`src/rtl/bdsc_defines.svh`:
```
// Purpose: offsets, reset values and timing figures of the bridge control
// Assumes: 200 MHz system clock
// Notes:   definitions only
`ifndef BDSC_DEFINES_SVH
`define BDSC_DEFINES_SVH
// ****************************************
// register map
// ****************************************
`define BDSC_ADDR_CTRL    8'h00
`define BDSC_ADDR_STATUS  8'h04
`define BDSC_ADDR_CONFIG  8'h08
`define BDSC_ADDR_MEAS    8'h0c
`define BDSC_ADDR_WAIT    8'h10
`define BDSC_CTRL_RESET   32'h0000_0001
`define BDSC_WAIT_RESET   16'h0400
// ****************************************
// timing
// ****************************************
`define BDSC_CLK_PERIOD_NS   5
`define BDSC_CLK_KHZ         200000
`define BDSC_MAX_PERIOD_NS   22500
`define BDSC_PRECHG_TMO_NS   20000000
`define BDSC_SYNC_CYCLES     3'h3
`define BDSC_SELF_TEST_CYC   23'h10
`define BDSC_LOS_FACTOR_SH   1
`define BDSC_PRECHG_DUTY_PCT 7'h2d
`define BDSC_DUTY_BASE_PCT   7'h0a
`endif

```
`src/rtl/bdsc_pkg.sv`:
```
// Purpose: types shared by the bridge control
// Assumes: nothing
// Notes:   state codes follow declaration order, 0 to 8
package bdsc_pkg;
	typedef enum logic [3:0] {
		ST_OFF, ST_CFG, ST_SYNC, ST_SELF, ST_PRE,
		ST_SOFT, ST_RUN, ST_FAULT, ST_WAIT
	} bdsc_state_type;
	typedef logic [5:0] bdsc_idx_type;
endpackage

```
`src/rtl/bdsc_bridge_ctrl.sv`:
```
// Purpose: state control of a full-bridge transformer driver
// Assumes: strap resistances arrive as digitised ohm values
// Notes:   AHB-Lite slave, zero wait states, always OKAY
// What this block does
// - bypass: stop switching on UVLO or faults
// - loss of sync when high/low time doubles
// - loss of sync when period exceeds maximum
// - faults drive ready low, outputs tri-state
// - restart in bypass after faults or UVLO
// - rate strap selects one of 41 frequencies
// - duty strap selects 10 to 50 percent
// - overcurrent strap decodes into five levels
// - nine operating states incl. bypass sync
// - below UVLO stay off, outputs tri-state
// - past UVLO enter config read, tri-state
// - config read samples pins, latches setting
// - bypass locks to three external PWM cycles
// - sync measurement sets precharge enable
// - self-test checks shorts, fault if found
// - self-test toggles outputs driven and tri-state
// - fault state holds until faults clear
// - after fault wait, then self-test
// - precharge only below 45 percent duty
// - soft start done: ready high, run
//
// Decided for this implementation: the AHB-Lite interface to the registers and the register offsets.
`include "bdsc_defines.svh"
module bdsc_bridge_ctrl #(
	parameter logic [15:0] MAX_PERIOD_CYC =
		16'(`BDSC_MAX_PERIOD_NS / `BDSC_CLK_PERIOD_NS),
	parameter logic [22:0] PRECHG_TMO_CYC =
		23'(`BDSC_PRECHG_TMO_NS / `BDSC_CLK_PERIOD_NS)
) (
	// clock and reset
	input  logic        SYS_CLK,
	input  logic        RST,
	// ahb-lite slave
	input  logic        HSEL,
	input  logic [31:0] HADDR,
	input  logic [1:0]  HTRANS,
	input  logic        HWRITE,
	input  logic [2:0]  HSIZE,
	input  logic [31:0] HWDATA,
	input  logic        HREADY,
	output logic [31:0] HRDATA,
	output logic        HREADYOUT,
	output logic        HRESP,
	// supply, pins and straps
	input  logic        SUPPLY_OK,
	input  logic        RATE_SELECT_PIN,
	input  logic        DUTY_SELECT_PIN,
	input  logic [15:0] RATE_STRAP_OHM,
	input  logic [15:0] DUTY_STRAP_OHM,
	input  logic [15:0] OC_STRAP_OHM,
	// analog monitors
	input  logic        AVG_OC_FAULT,
	input  logic        PEAK_OC_FAULT,
	input  logic        OVERTEMP_FAULT,
	input  logic        SHORT_TO_SUPPLY,
	input  logic        SHORT_TO_GND,
	input  logic        PRECHARGE_DONE,
	input  logic        SOFTSTART_DONE,
	// bridge and ready
	output logic        BRIDGE_OUTPUT_A,
	output logic        BRIDGE_OUTPUT_A_OE,
	output logic        BRIDGE_OUTPUT_B,
	output logic        BRIDGE_OUTPUT_B_OE,
	output logic        READY
);
	import bdsc_pkg::*;

	// ****************************************
	// strap tables
	// ****************************************
	localparam logic [15:0] RES [41] = '{
		16'd332, 16'd412, 16'd499, 16'd590, 16'd698, 16'd806, 16'd931,
		16'd1070, 16'd1210, 16'd1370, 16'd1540, 16'd1740, 16'd1960,
		16'd2210, 16'd2490, 16'd2800, 16'd3160, 16'd3480, 16'd3920,
		16'd4320, 16'd4750, 16'd5760, 16'd6980, 16'd8250, 16'd9530,
		16'd11000, 16'd12700, 16'd14700, 16'd16500, 16'd18700,
		16'd21000, 16'd23700, 16'd26700, 16'd30100, 16'd34000,
		16'd38300, 16'd42200, 16'd47500, 16'd52300, 16'd57600,
		16'd63400};
	localparam int FREQ_KHZ [41] = '{
		50, 53, 57, 61, 65, 70, 74, 79, 85, 90, 97, 103, 110, 118,
		126, 134, 143, 153, 163, 175, 186, 199, 213, 227, 243, 259,
		277, 295, 316, 337, 360, 384, 410, 438, 468, 500, 534, 570,
		609, 651, 695};

	logic [39:0] rate_above, duty_above, oc_above;
	logic [11:0] per_tab [41];

	genvar gi;
	generate
		for (gi = 0; gi < 41; gi++) begin : g_tab
			// nearest table value wins: count midpoints below the strap
			if (gi < 40) begin : g_mid
				localparam int MID =
					(int'(RES[gi]) + int'(RES[gi + 1])) / 2;
				assign rate_above[gi] = RATE_STRAP_OHM > 16'(MID);
				assign duty_above[gi] = DUTY_STRAP_OHM > 16'(MID);
				assign oc_above[gi]   = OC_STRAP_OHM > 16'(MID);
			end
			assign per_tab[gi] = 12'(`BDSC_CLK_KHZ / FREQ_KHZ[gi]);
		end
	endgenerate

	function automatic bdsc_idx_type count_ones(input logic [39:0] v);
		bdsc_idx_type n;
		n = '0;
		for (int k = 0; k < 40; k++)
			n = n + bdsc_idx_type'(v[k]);
		return n;
	endfunction

	bdsc_idx_type rate_idx, duty_idx, oc_idx;
	logic [2:0]   oc_lvl;
	assign rate_idx = count_ones(rate_above);
	assign duty_idx = count_ones(duty_above);
	assign oc_idx   = count_ones(oc_above);

	always_comb begin
		if (oc_idx <= 6'h07)
			oc_lvl = 3'h1;
		else if (oc_idx <= 6'h0f)
			oc_lvl = 3'h2;
		else if (oc_idx <= 6'h17)
			oc_lvl = 3'h3;
		else if (oc_idx <= 6'h1f)
			oc_lvl = 3'h4;
		else
			oc_lvl = 3'h5;
	end

	// ****************************************
	// register bus
	// ****************************************
	logic        ctrl_en_q;
	logic [15:0] wait_q;
	logic        wr_pend_q;
	logic [7:0]  wr_addr_q;
	logic        addr_ok;
	logic [31:0] rd_d;

	assign addr_ok = HSEL & HTRANS[1] & HREADY;

	always_ff @(posedge SYS_CLK) begin
		if (RST) begin
			wr_pend_q <= 1'b0;
			wr_addr_q <= 8'h00;
		end else begin
			wr_pend_q <= addr_ok & HWRITE;
			wr_addr_q <= HADDR[7:0];
		end
	end

	// software enable gates leaving the off state; wait sets the hold-off
	always_ff @(posedge SYS_CLK) begin
		if (RST) begin
			ctrl_en_q <= 1'(`BDSC_CTRL_RESET);
			wait_q    <= `BDSC_WAIT_RESET;
		end else if (wr_pend_q) begin
			if (wr_addr_q == `BDSC_ADDR_CTRL)
				ctrl_en_q <= HWDATA[0];
			if (wr_addr_q == `BDSC_ADDR_WAIT)
				wait_q <= HWDATA[15:0];
		end
	end

	// ****************************************
	// state and configuration
	// ****************************************
	bdsc_state_type state_q, state_d;
	bdsc_idx_type   rate_q, duty_q;
	logic [2:0]     oc_q;
	logic           bypass_q, pre_en_q, los_q;
	logic [11:0]    per_q, hi_q, ph_q;
	logic [22:0]    tmr_q;
	logic [15:0]    meas_hi_q, meas_per_q;
	logic           any_fault, short_seen, los_now, sync_done;
	logic           pin_q, pin_p;
	logic [15:0]    run_q, last_hi_q, last_lo_q;
	logic [2:0]     sync_cnt_q;
	logic           rise, fall, dbl_hi, dbl_lo, too_long;

	assign any_fault = AVG_OC_FAULT | PEAK_OC_FAULT | OVERTEMP_FAULT;
	assign short_seen = SHORT_TO_SUPPLY | SHORT_TO_GND;

	always_comb begin
		state_d = state_q;
		case (state_q)
			ST_OFF:
				if (ctrl_en_q)
					state_d = ST_CFG;
			ST_CFG:
				state_d = DUTY_SELECT_PIN ? ST_SELF : ST_SYNC;
			ST_SYNC:
				if (sync_done)
					state_d = ST_SELF;
			ST_SELF:
				if (short_seen)
					state_d = ST_FAULT;
				else if (tmr_q == `BDSC_SELF_TEST_CYC - 23'h1)
					state_d = pre_en_q ? ST_PRE : ST_SOFT;
			ST_PRE:
				if (any_fault || tmr_q == PRECHG_TMO_CYC - 23'h1)
					state_d = ST_FAULT;
				else if (PRECHARGE_DONE)
					state_d = ST_SOFT;
			ST_SOFT:
				if (any_fault)
					state_d = ST_FAULT;
				else if (SOFTSTART_DONE)
					state_d = ST_RUN;
			ST_RUN:
				if (any_fault || los_now)
					state_d = ST_FAULT;
			ST_FAULT:
				if (!any_fault)
					state_d = ST_WAIT;
			ST_WAIT:
				if (any_fault)
					state_d = ST_FAULT;
				else if (tmr_q[15:0] >= wait_q)
					state_d = ST_SELF;
			default:
				state_d = ST_OFF;
		endcase
		if (!SUPPLY_OK)
			state_d = ST_OFF;
	end

	always_ff @(posedge SYS_CLK) begin
		if (RST) begin
			state_q <= ST_OFF;
			tmr_q   <= '0;
		end else begin
			state_q <= state_d;
			tmr_q   <= (state_d != state_q) ? 23'h0 : tmr_q + 23'h1;
		end
	end

	// configuration latched once per power-up
	always_ff @(posedge SYS_CLK) begin
		if (RST) begin
			rate_q   <= '0;
			duty_q   <= '0;
			oc_q     <= 3'h1;
			bypass_q <= 1'b0;
			pre_en_q <= 1'b0;
			per_q    <= 12'h0;
			hi_q     <= 12'h0;
		end else if (state_q == ST_CFG) begin
			rate_q   <= rate_idx;
			duty_q   <= duty_idx;
			oc_q     <= oc_lvl;
			bypass_q <= ~DUTY_SELECT_PIN;
			per_q    <= per_tab[rate_idx];
			hi_q     <= 12'((20'(per_tab[rate_idx]) *
				(20'(duty_idx) + 20'(`BDSC_DUTY_BASE_PCT))) / 20'd100);
			pre_en_q <= (7'(duty_idx) + `BDSC_DUTY_BASE_PCT) <
				`BDSC_PRECHG_DUTY_PCT;
		end else if (sync_done) begin
			// measured duty decides precharge in bypass
			pre_en_q <= 23'(meas_hi_q) * 23'd100 <
				23'(16'(meas_hi_q + run_q)) *
				23'(`BDSC_PRECHG_DUTY_PCT);
		end
	end

	// ****************************************
	// external pwm measurement
	// ****************************************
	assign rise = pin_q & ~pin_p;
	assign fall = ~pin_q & pin_p;
	assign dbl_hi = fall && last_hi_q != 16'h0 &&
		17'(run_q) > (17'(last_hi_q) << `BDSC_LOS_FACTOR_SH);
	assign dbl_lo = rise && last_lo_q != 16'h0 &&
		17'(run_q) > (17'(last_lo_q) << `BDSC_LOS_FACTOR_SH);
	// a stuck pin also runs past the longest period
	assign too_long = (rise && 17'(last_hi_q) + 17'(run_q) >
		17'(MAX_PERIOD_CYC)) || run_q > MAX_PERIOD_CYC;
	assign los_now = bypass_q && state_q == ST_RUN &&
		(dbl_hi || dbl_lo || too_long);
	assign sync_done = state_q == ST_SYNC && rise &&
		sync_cnt_q == `BDSC_SYNC_CYCLES;

	always_ff @(posedge SYS_CLK) begin
		if (RST) begin
			pin_q     <= 1'b0;
			pin_p     <= 1'b0;
			run_q     <= 16'h0;
			last_hi_q <= 16'h0;
			last_lo_q <= 16'h0;
		end else begin
			pin_q <= RATE_SELECT_PIN;
			pin_p <= pin_q;
			// saturating count keeps a stalled pin from wrapping
			if (rise || fall)
				run_q <= 16'h1;
			else if (run_q != 16'hffff)
				run_q <= run_q + 16'h1;
			if (fall)
				last_hi_q <= run_q;
			if (rise)
				last_lo_q <= run_q;
		end
	end

	always_ff @(posedge SYS_CLK) begin
		if (RST) begin
			sync_cnt_q <= 3'h0;
			meas_hi_q  <= 16'h0;
			meas_per_q <= 16'h0;
		end else if (state_q != ST_SYNC) begin
			sync_cnt_q <= 3'h0;
		end else if (rise) begin
			sync_cnt_q <= sync_cnt_q + 3'h1;
			meas_hi_q  <= last_hi_q;
			meas_per_q <= 16'(last_hi_q + run_q);
		end
	end

	// sticky loss flag, kept until the wait state
	always_ff @(posedge SYS_CLK) begin
		if (RST)
			los_q <= 1'b0;
		else if (los_now)
			los_q <= 1'b1;
		else if (state_q == ST_WAIT)
			los_q <= 1'b0;
	end

	// ****************************************
	// bridge drive
	// ****************************************
	logic a_d, a_oe_d, b_d, b_oe_d, pwm_a, pwm_b;
	logic [11:0] half;

	assign half  = per_q >> 1;
	assign pwm_a = ph_q < hi_q;
	assign pwm_b = ph_q >= half && ph_q < half + hi_q;

	always_ff @(posedge SYS_CLK) begin
		if (RST || ph_q + 12'h1 >= per_q)
			ph_q <= 12'h0;
		else
			ph_q <= ph_q + 12'h1;
	end

	always_comb begin
		a_d    = 1'b0;
		b_d    = 1'b0;
		a_oe_d = 1'b0;
		b_oe_d = 1'b0;
		case (state_d)
			ST_SELF: begin
				a_oe_d = tmr_q[0];
				b_oe_d = tmr_q[0];
				a_d    = tmr_q < (`BDSC_SELF_TEST_CYC >> 1);
				b_d    = ~a_d;
			end
			ST_PRE: begin
				a_oe_d = 1'b1;
				b_oe_d = 1'b1;
				b_d    = 1'b1;
			end
			ST_SOFT: begin
				a_oe_d = 1'b1;
				b_oe_d = 1'b1;
				a_d    = pwm_a;
				b_d    = pwm_b;
			end
			ST_RUN: begin
				a_oe_d = 1'b1;
				b_oe_d = 1'b1;
				a_d    = bypass_q ? pin_q : pwm_a;
				b_d    = bypass_q ? ~pin_q : pwm_b;
			end
			default: ;
		endcase
	end

	always_ff @(posedge SYS_CLK) begin
		if (RST) begin
			BRIDGE_OUTPUT_A    <= 1'b0;
			BRIDGE_OUTPUT_A_OE <= 1'b0;
			BRIDGE_OUTPUT_B    <= 1'b0;
			BRIDGE_OUTPUT_B_OE <= 1'b0;
			READY              <= 1'b0;
		end else begin
			BRIDGE_OUTPUT_A    <= a_d;
			BRIDGE_OUTPUT_A_OE <= a_oe_d;
			BRIDGE_OUTPUT_B    <= b_d;
			BRIDGE_OUTPUT_B_OE <= b_oe_d;
			READY              <= state_d == ST_RUN;
		end
	end

	// ****************************************
	// read data
	// ****************************************
	always_comb begin
		case (HADDR[7:0])
			`BDSC_ADDR_CTRL:   rd_d = {31'h0, ctrl_en_q};
			`BDSC_ADDR_STATUS: rd_d = {21'h0, los_q, SHORT_TO_GND,
				SHORT_TO_SUPPLY, OVERTEMP_FAULT, PEAK_OC_FAULT,
				AVG_OC_FAULT, READY, state_q};
			`BDSC_ADDR_CONFIG: rd_d = {15'h0, pre_en_q, bypass_q, oc_q,
				duty_q, rate_q};
			`BDSC_ADDR_MEAS:   rd_d = {meas_per_q, meas_hi_q};
			`BDSC_ADDR_WAIT:   rd_d = {16'h0, wait_q};
			default:           rd_d = 32'h0;
		endcase
	end

	always_ff @(posedge SYS_CLK) begin
		if (RST) begin
			HRDATA    <= 32'h0;
			HREADYOUT <= 1'b1;
			HRESP     <= 1'b0;
		end else begin
			if (addr_ok && !HWRITE)
				HRDATA <= rd_d;
			HREADYOUT <= 1'b1;
			HRESP     <= 1'b0;
		end
	end

endmodule // bdsc_bridge_ctrl

```
`config.mk`:
```
export PLATFORM = sky130hd
export DESIGN_NAME = bdsc_bridge_ctrl
export DESIGN_NICKNAME = d
export VERILOG_FILES = /design/src/rtl/bdsc_pkg.sv /design/src/rtl/bdsc_bridge_ctrl.sv
export VERILOG_INCLUDE_DIRS = /design/src /design/src/rtl
export SDC_FILE = /design/constraint.sdc
export NUM_CORES = 2
export LEC_CHECK = 0
export BUFFER_PORTS_ARGS = -buffer_cell sky130_fd_sc_hd__buf_2
export CORE_MARGIN = 2
export CORE_UTILIZATION = 60
export DETAILED_ROUTE_END_ITERATION = 7
export PLACE_DENSITY = 0.79
export SLEW_MARGIN = 20
export SYNTH_ARGS = -nofsm -noshare
export SYNTH_HDL_FRONTEND = slang
export SYNTH_SLANG_ARGS = --single-unit
```
`constraint.sdc`:
```
create_clock -name SYS_CLK -period 30.3 [get_ports SYS_CLK]
set_input_delay 1.515 -clock SYS_CLK [delete_from_list [all_inputs] [get_ports SYS_CLK]]
set_output_delay 1.515 -clock SYS_CLK [all_outputs]
set_load 0.005 [all_outputs]
```
## Word-level counts from Yosys, hierarchy flattened

Memories as Yosys holds them, arrays and structs flattened.
Cells that the tools add are included.
W data, S select, Z words.

| cells by class | value |
|---|---|
| reductions and logical operators | 34 |
| div/mod/pow operators | 1 |
| $lt $le $gt $ge | 137 |
| equality and inequality tests | 23 |
| multiply operators | 3 |
| bitwise gates (word level) | 14 |
| muxes and demuxes | 34 |
| add/sub/neg operators | 127 |

Operators by type and width:

| kind | count |
|---|---|
| $add A6 B1 Y6 | 102 |
| $gt A16 B12 Y1 const B | 18 |
| $gt A16 B15 Y1 const B | 18 |
| $gt A16 B16 Y1 const B | 18 |
| $gt A16 B13 Y1 const B | 16 |
| $gt A16 B10 Y1 const B | 15 |
| $gt A16 B11 Y1 const B | 15 |
| $gt A16 B14 Y1 const B | 15 |
| $pmux W32 S5 | 1 |
| $gt A16 B9 Y1 const B | 6 |
| $mux W4 | 13 |
| $pmux W4 S9 | 1 |
| $gt A16 B17 Y1 | 2 |
| $add A16 B16 Y16 | 2 |
| $reduce_bool A16 Y1 | 2 |
| $eq A4 B3 Y1 const B | 7 |
| $lt A12 B12 Y1 | 2 |
| $mux W12 | 2 |
| $add A23 B1 Y23 const B | 1 |
| $eq A23 B22 Y1 const B | 1 |
| $eq A23 B4 Y1 const B | 1 |
| $lt A23 B22 Y1 | 1 |
| $lt A23 B4 Y1 const B | 1 |
| $mul A16 B6 Y22 const B | 1 |
| other kinds (51) | 112 |

| storage, ports and cells | value |
|---|---|
| logic and storage cells | 403 |
| bits in registers | 228 |
| memories kept | 1 |
| output and inout port bits | 39 |
| ROM bits | 768 |

Memories:

| name | depth | width | rd ports | clocked after Yosys merged registers in | write ports | RTL line | RTL |
|---|---|---|---|---|---|---|---|
| (name not given) | 64 | 12 | 1 | 0 | 0 | bdsc_bridge_ctrl.sv:259 | `hi_q <= 12'((20'(per_tab[rate_idx]) *` |

## Longest topological paths before layout

| depth | value |
|---|---|
| depth after elaboration | 46 |
| gate-level depth with buffers | 78 |
| mapped depth without buffers | 71 |

## Least setup slack after synthesis

No wires, ideal clock.

| timing path | value |
|---|---|
| path kind | in2reg |
| start point | input port RATE_STRAP_OHM[15] |
| end point | register hi_q[0] |
| buffers on the path | 5 |
| stages on the path | 69 |
| arrival time | 19140 ps |
| setup time | 129 ps |
| slack | 11031 ps |
| cells stage by stage | clkbuf_1 > or2_2 > nor3_1 > nand2_1 > nor2_1 > o21ai_0 > fa_1 > fa_1 > fa_1 > fa_1 > fa_1 > inv_1 > fa_1 > fa_1 > inv_1 > ha_1 > inv_1 > fa_1 > (+33 left out) > a211oi_4 > o22ai_2 > o41ai_4 > nand2_1 > and4b_4 > or3_1 > buf_2 > o221ai_4 > xnor2_1 > nor3_1 > a2111oi_0 > o221ai_1 > nand2_1 > mux2_2 > nor3_1 > nand2_1 > o41ai_1 > a21oi_1 |

| on the way | value |
|---|---|
| word-level cells in the longest chain between the ends | 46 |
| elaborated cells between the ends (all ways) | 85 |
| those cells by class | add/sub: 39; mul: 1; div: 1; order compare: 40; mux: 2; bitwise: 1; memory: 1 |

Ends and longest elaborated chain:

| element | RTL line | RTL |
|---|---|---|
| start: declaration | bdsc_bridge_ctrl.sv:52 | `input logic [15:0] RATE_STRAP_OHM,` |
| $gt A16 B9 Y1 | bdsc_bridge_ctrl.sv:100 | `assign rate_above[gi] = RATE_STRAP_OHM > 16'(MID);` |
| $add A1 B1 Y2 | bdsc_bridge_ctrl.sv:112 | `n = n + bdsc_idx_type'(v[k]);` |
| $add A2 B1 Y3 | bdsc_bridge_ctrl.sv:112 |  |
| $add A3 B1 Y4 | bdsc_bridge_ctrl.sv:112 |  |
| $add A4 B1 Y5 | bdsc_bridge_ctrl.sv:112 |  |
| $add A5 B1 Y6 | bdsc_bridge_ctrl.sv:112 |  |
| $add A6 B1 Y6 (33 in a row) | bdsc_bridge_ctrl.sv:112 |  |
| $add A6 B1 Y6 (*) | bdsc_bridge_ctrl.sv:112 |  |
| named net rate_idx[1] | bdsc_bridge_ctrl.sv:116 | `bdsc_idx_type rate_idx, duty_idx, oc_idx;` |
| $not A6 Y7 (not written as such) (*) | bdsc_bridge_ctrl.sv:259 |  |
| $mem_v2 Z64 W12 (*) | n/a |  |
| $mux W12 (not written as such) (*) (2 in a row) | bdsc_bridge_ctrl.sv:259 |  |
| $mul A12 B7 Y19 (*) | bdsc_bridge_ctrl.sv:259 |  |
| $div A20 B7 Y20 (*) | bdsc_bridge_ctrl.sv:259 |  |
| end signal: assignment | bdsc_bridge_ctrl.sv:259 |  |
| end: declaration | bdsc_bridge_ctrl.sv:177 | `logic [11:0] per_q, hi_q, ph_q;` |

Mark *: on every way through the listed nets, which the timed path passes. The rest lies on a longest branch. The select of a mux whose other input is x is not followed.
A chain may end at the register's enable or synchronous reset.

## Final worst setup path

| timing path | value |
|---|---|
| start point | input port DUTY_STRAP_OHM[14] |
| end point | register hi_q[0] |

| on the way | value |
|---|---|
| word-level cells in the longest chain between the ends | 43 |
| elaborated cells between the ends (all ways) | 82 |
| those cells by class | add/sub: 40; mul: 1; div: 1; order compare: 40 |

Ends and longest elaborated chain:

| element | RTL line | RTL |
|---|---|---|
| start: declaration | bdsc_bridge_ctrl.sv:53 | `input logic [15:0] DUTY_STRAP_OHM,` |
| $gt A16 B9 Y1 | bdsc_bridge_ctrl.sv:101 | `assign duty_above[gi] = DUTY_STRAP_OHM > 16'(MID);` |
| $add A1 B1 Y2 | bdsc_bridge_ctrl.sv:112 |  |
| $add A2 B1 Y3 | bdsc_bridge_ctrl.sv:112 |  |
| $add A3 B1 Y4 | bdsc_bridge_ctrl.sv:112 |  |
| $add A4 B1 Y5 | bdsc_bridge_ctrl.sv:112 |  |
| $add A5 B1 Y6 | bdsc_bridge_ctrl.sv:112 |  |
| $add A6 B1 Y6 (33 in a row) | bdsc_bridge_ctrl.sv:112 |  |
| $add A6 B1 Y6 (*) | bdsc_bridge_ctrl.sv:112 |  |
| named net duty_idx[1] | bdsc_bridge_ctrl.sv:116 |  |
| $add A6 B4 Y7 (*) | bdsc_bridge_ctrl.sv:260 | `` (20'(duty_idx) + 20'(`BDSC_DUTY_BASE_PCT))) / 20'd100); `` |
| $mul A12 B7 Y19 (*) | bdsc_bridge_ctrl.sv:259 |  |
| $div A20 B7 Y20 (*) | bdsc_bridge_ctrl.sv:259 |  |

Mark *: on every way through the listed nets, which the timed path passes. The rest lies on a longest branch.

==> metrics.cfg <==
[synth]
ys_seq_elements = 228
syn-instance-count = 3916
yosys-top-cells-area = dfxtp_1, ha_1, fa_1
synth_common_cells = inv_1, nor2_1, nand2_1
ys_seq_area_frac = 0.1530
synth_area_um2 = 29840
synth_top_area_cell = dfxtp_1
synth.most_common_cell = inv_1
synth_edf_count = 0
synth-async-reset-ratio = 0
synth_fp_nets = 4562
syn_area_per_cell_um2 = 7.619
synth_top_area_frac = 0.1530
synthFlopType = dfxtp_1
yosys_warnings = 0
synth_cell_types = 121

[detailed_routing]
firstDrtPassIters = 8
drc_errors = 3
viasPerCell = 6.195
drt_wl_total_um = 81080
antenna_left = 0
wire_per_inst_um = 17.77
drtIter0Drc = 2926
num_vias = 28269

[floorplan]
core.rowCount = 81
core-area_um2 = 49050
die_h_um = 227.0
start_util = 0.6083
dieWidth_um = 227.0
io_pins = 171
die-area_um2 = 51530

[setup_path]
max_stage_delay_ns = 0.84
r2r-end = pre_en_q
critPathMostFrequentCell = fa_1
cp-start-kind = primary input
cp-end-kind = flop
path_max_fanout = 16
r2r-start = run_q[0]
crit_type = in -> reg
crit_path_top_delay_cell = fa_1
rrSetupSlack_ns = 22.90
required_ns = 30.72
reg2reg_depth = 33
crit_arrival_ns = 22.30

[layout]
final_layout_size_suffix_gt1_frac = 0.06822
fin_util = 0.6417
final_area_um2 = 31480
final_cells = 4563
fin_nets = 4528
num-fill-cells = 4355
antenna_cells = 0
syn_to_final_growth_pct = 5.506

[timing]
fin_tns_setup_ns = 0
max_slew.worst_pin.slew_ns = 1.086
relSlewSlack = 0.2763
finalCriticalPeriod_ns = 21.88
fmax_ghz = 0.04571
min_period_over_period = 0.7220
hold_viol_final = 0
clock_skew_ns = 0.01735
rsz0062_at_grt = no
slew_viol_final = 0
setup_violations = 0

[global_route]
grt_pass1_wl_um = 134300
track_usage = 0.3150
grt_pass1_vias = 26908
grt-ovfl-total = 0
antenna_found_initial = 1
grt_start_max_net_pins = 122

[status]
violations = DRC
status = finished, violations left

[placement]
globalplace.congestion = 0.9920
dp_hpwl_um = 62020
io_buffers = 124
dpl_cell_area_um2 = 30630
placedCellCount = 4519

[clock_tree]
ctsResizeCount = 0
root_buffer = clkbuf_16
cts_max_level = 1
cts_max_path_buffers = 3
ctsHoldBuffers = 0
cts_tree = yes
cts_made_buffers = 25
cts_setup_buffers = 0
clk_pin_slew_worst_paths_ns = 0.06
cts_sinks = 228
insertion_delay_ns = 0.55

[min_path]
min_from = oc_q[1]
holdPathStages = 2
min_path_type = reg -> reg
hold_path_end = oc_q[1]

[job]
cap_violations = 0

## layer usage
| metal | global-route usage | routed length, µm | part of all wire |
|---|---|---|---|
| met4 | 0.09677 | 2411 | 0.030 |
| met5 | 0 | 0 | 0 |
| met3 | 0.04311 | 6701 | 0.083 |
| met1 | 0.4357 | 35390 | 0.44 |
| met2 | 0.5120 | 36580 | 0.45 |
## critical path, delay by kind of cell
kind	cells	cell delay [ns]
compound gates	23	7.04
xor+xnor	2	1.10
fa+ha+maj	16	7.74
buf+inv	7	0.76
simple gates	14	4.11
## sequential cells by signal, indices dropped and copies added (netlist names), 16 cells and up
signal and flops:
last_lo_q 16, run_q 16, wait_q 16, meas_per_q 16, last_hi_q 16, tmr_q 23
HRDATA 32, meas_hi_q 16
## layout make-up
class,count,area (µm²),area share
Clock buffer,35,713.2,0.02266
Clock inverter,9,133.9,0.004253
Inverter,417,1565,0.04972
Multi-Input combinational cell,3069,22920,0.7280
Sequential cell,228,4564,0.1450
Tap cell,664,830.8,0.02639
Timing Repair Buffer,141,754.5,0.02397
## cells by family after synthesis
kind of cell    count (synthesis)  share of synthesized area
xor+xnor                      170                    0.05016
buf+inv                       619                    0.07947
fa+ha+maj                     519                     0.2630
mux                            63                    0.02193
simple gates                 1340                     0.2161
other cells                     2                  0.0002517
flops                         228                     0.1530
compound gates                975                     0.2161
## placed cells by master (no fill, tap or decap), types with 39 or more instances in the layout
| master | instances |
|---|---|
| o21bai_1 | 61 |
| nand3_1 | 93 |
| nor3_1 | 95 |
| nor2b_1 | 70 |
| and2_1 | 42 |
| a31oi_1 | 39 |
| a21oi_1 | 324 |
| ha_1 | 332 |
| nand2b_1 | 64 |
| xor2_1 | 59 |
| o21ai_0 | 172 |
| fa_1 | 182 |
| buf_2 | 123 |
| nor2_1 | 376 |
| inv_1 | 416 |
| mux2i_1 | 56 |
| nand2_1 | 371 |
| xnor2_1 | 110 |
| nand4_1 | 49 |
| a21o_1 | 43 |
| a211oi_1 | 41 |
| dfxtp_1 | 228 |
## worst max path at each step
| stage | slack (ns) | cells past startpoint | endpoint | startpoint |
|---|---|---|---|---|
| finish | 8.42 | 62 | hi_q[0] | DUTY_STRAP_OHM[14] |
| global placement | 8.33 | 61 | hi_q[0] | DUTY_STRAP_OHM[14] |
| floorplan | 11.03 | 69 | hi_q[0] | RATE_STRAP_OHM[15] |
| global route | 7.24 | 63 | hi_q[0] | DUTY_STRAP_OHM[14] |
| detailed placement | 8.11 | 61 | hi_q[0] | DUTY_STRAP_OHM[14] |
| CTS | 8.70 | 61 | hi_q[0] | DUTY_STRAP_OHM[14] |
## per-stage QoR
| stage | hold slack (ns) | setup WS, ns |
|---|---|---|
| after global routing | 0.4790 | 7.235 |
| after CTS | 0.4561 | 8.695 |
| after floorplan | 0.4316 | 11.03 |
| final | 0.4535 | 8.423 |
| after global placement | 0.4434 | 8.325 |
| after detailed placement | 0.4448 | 8.111 |
Power is left out: the tool's default activity adds up to more than one toggle a clock period on the data nets, which glitch-free logic cannot reach.
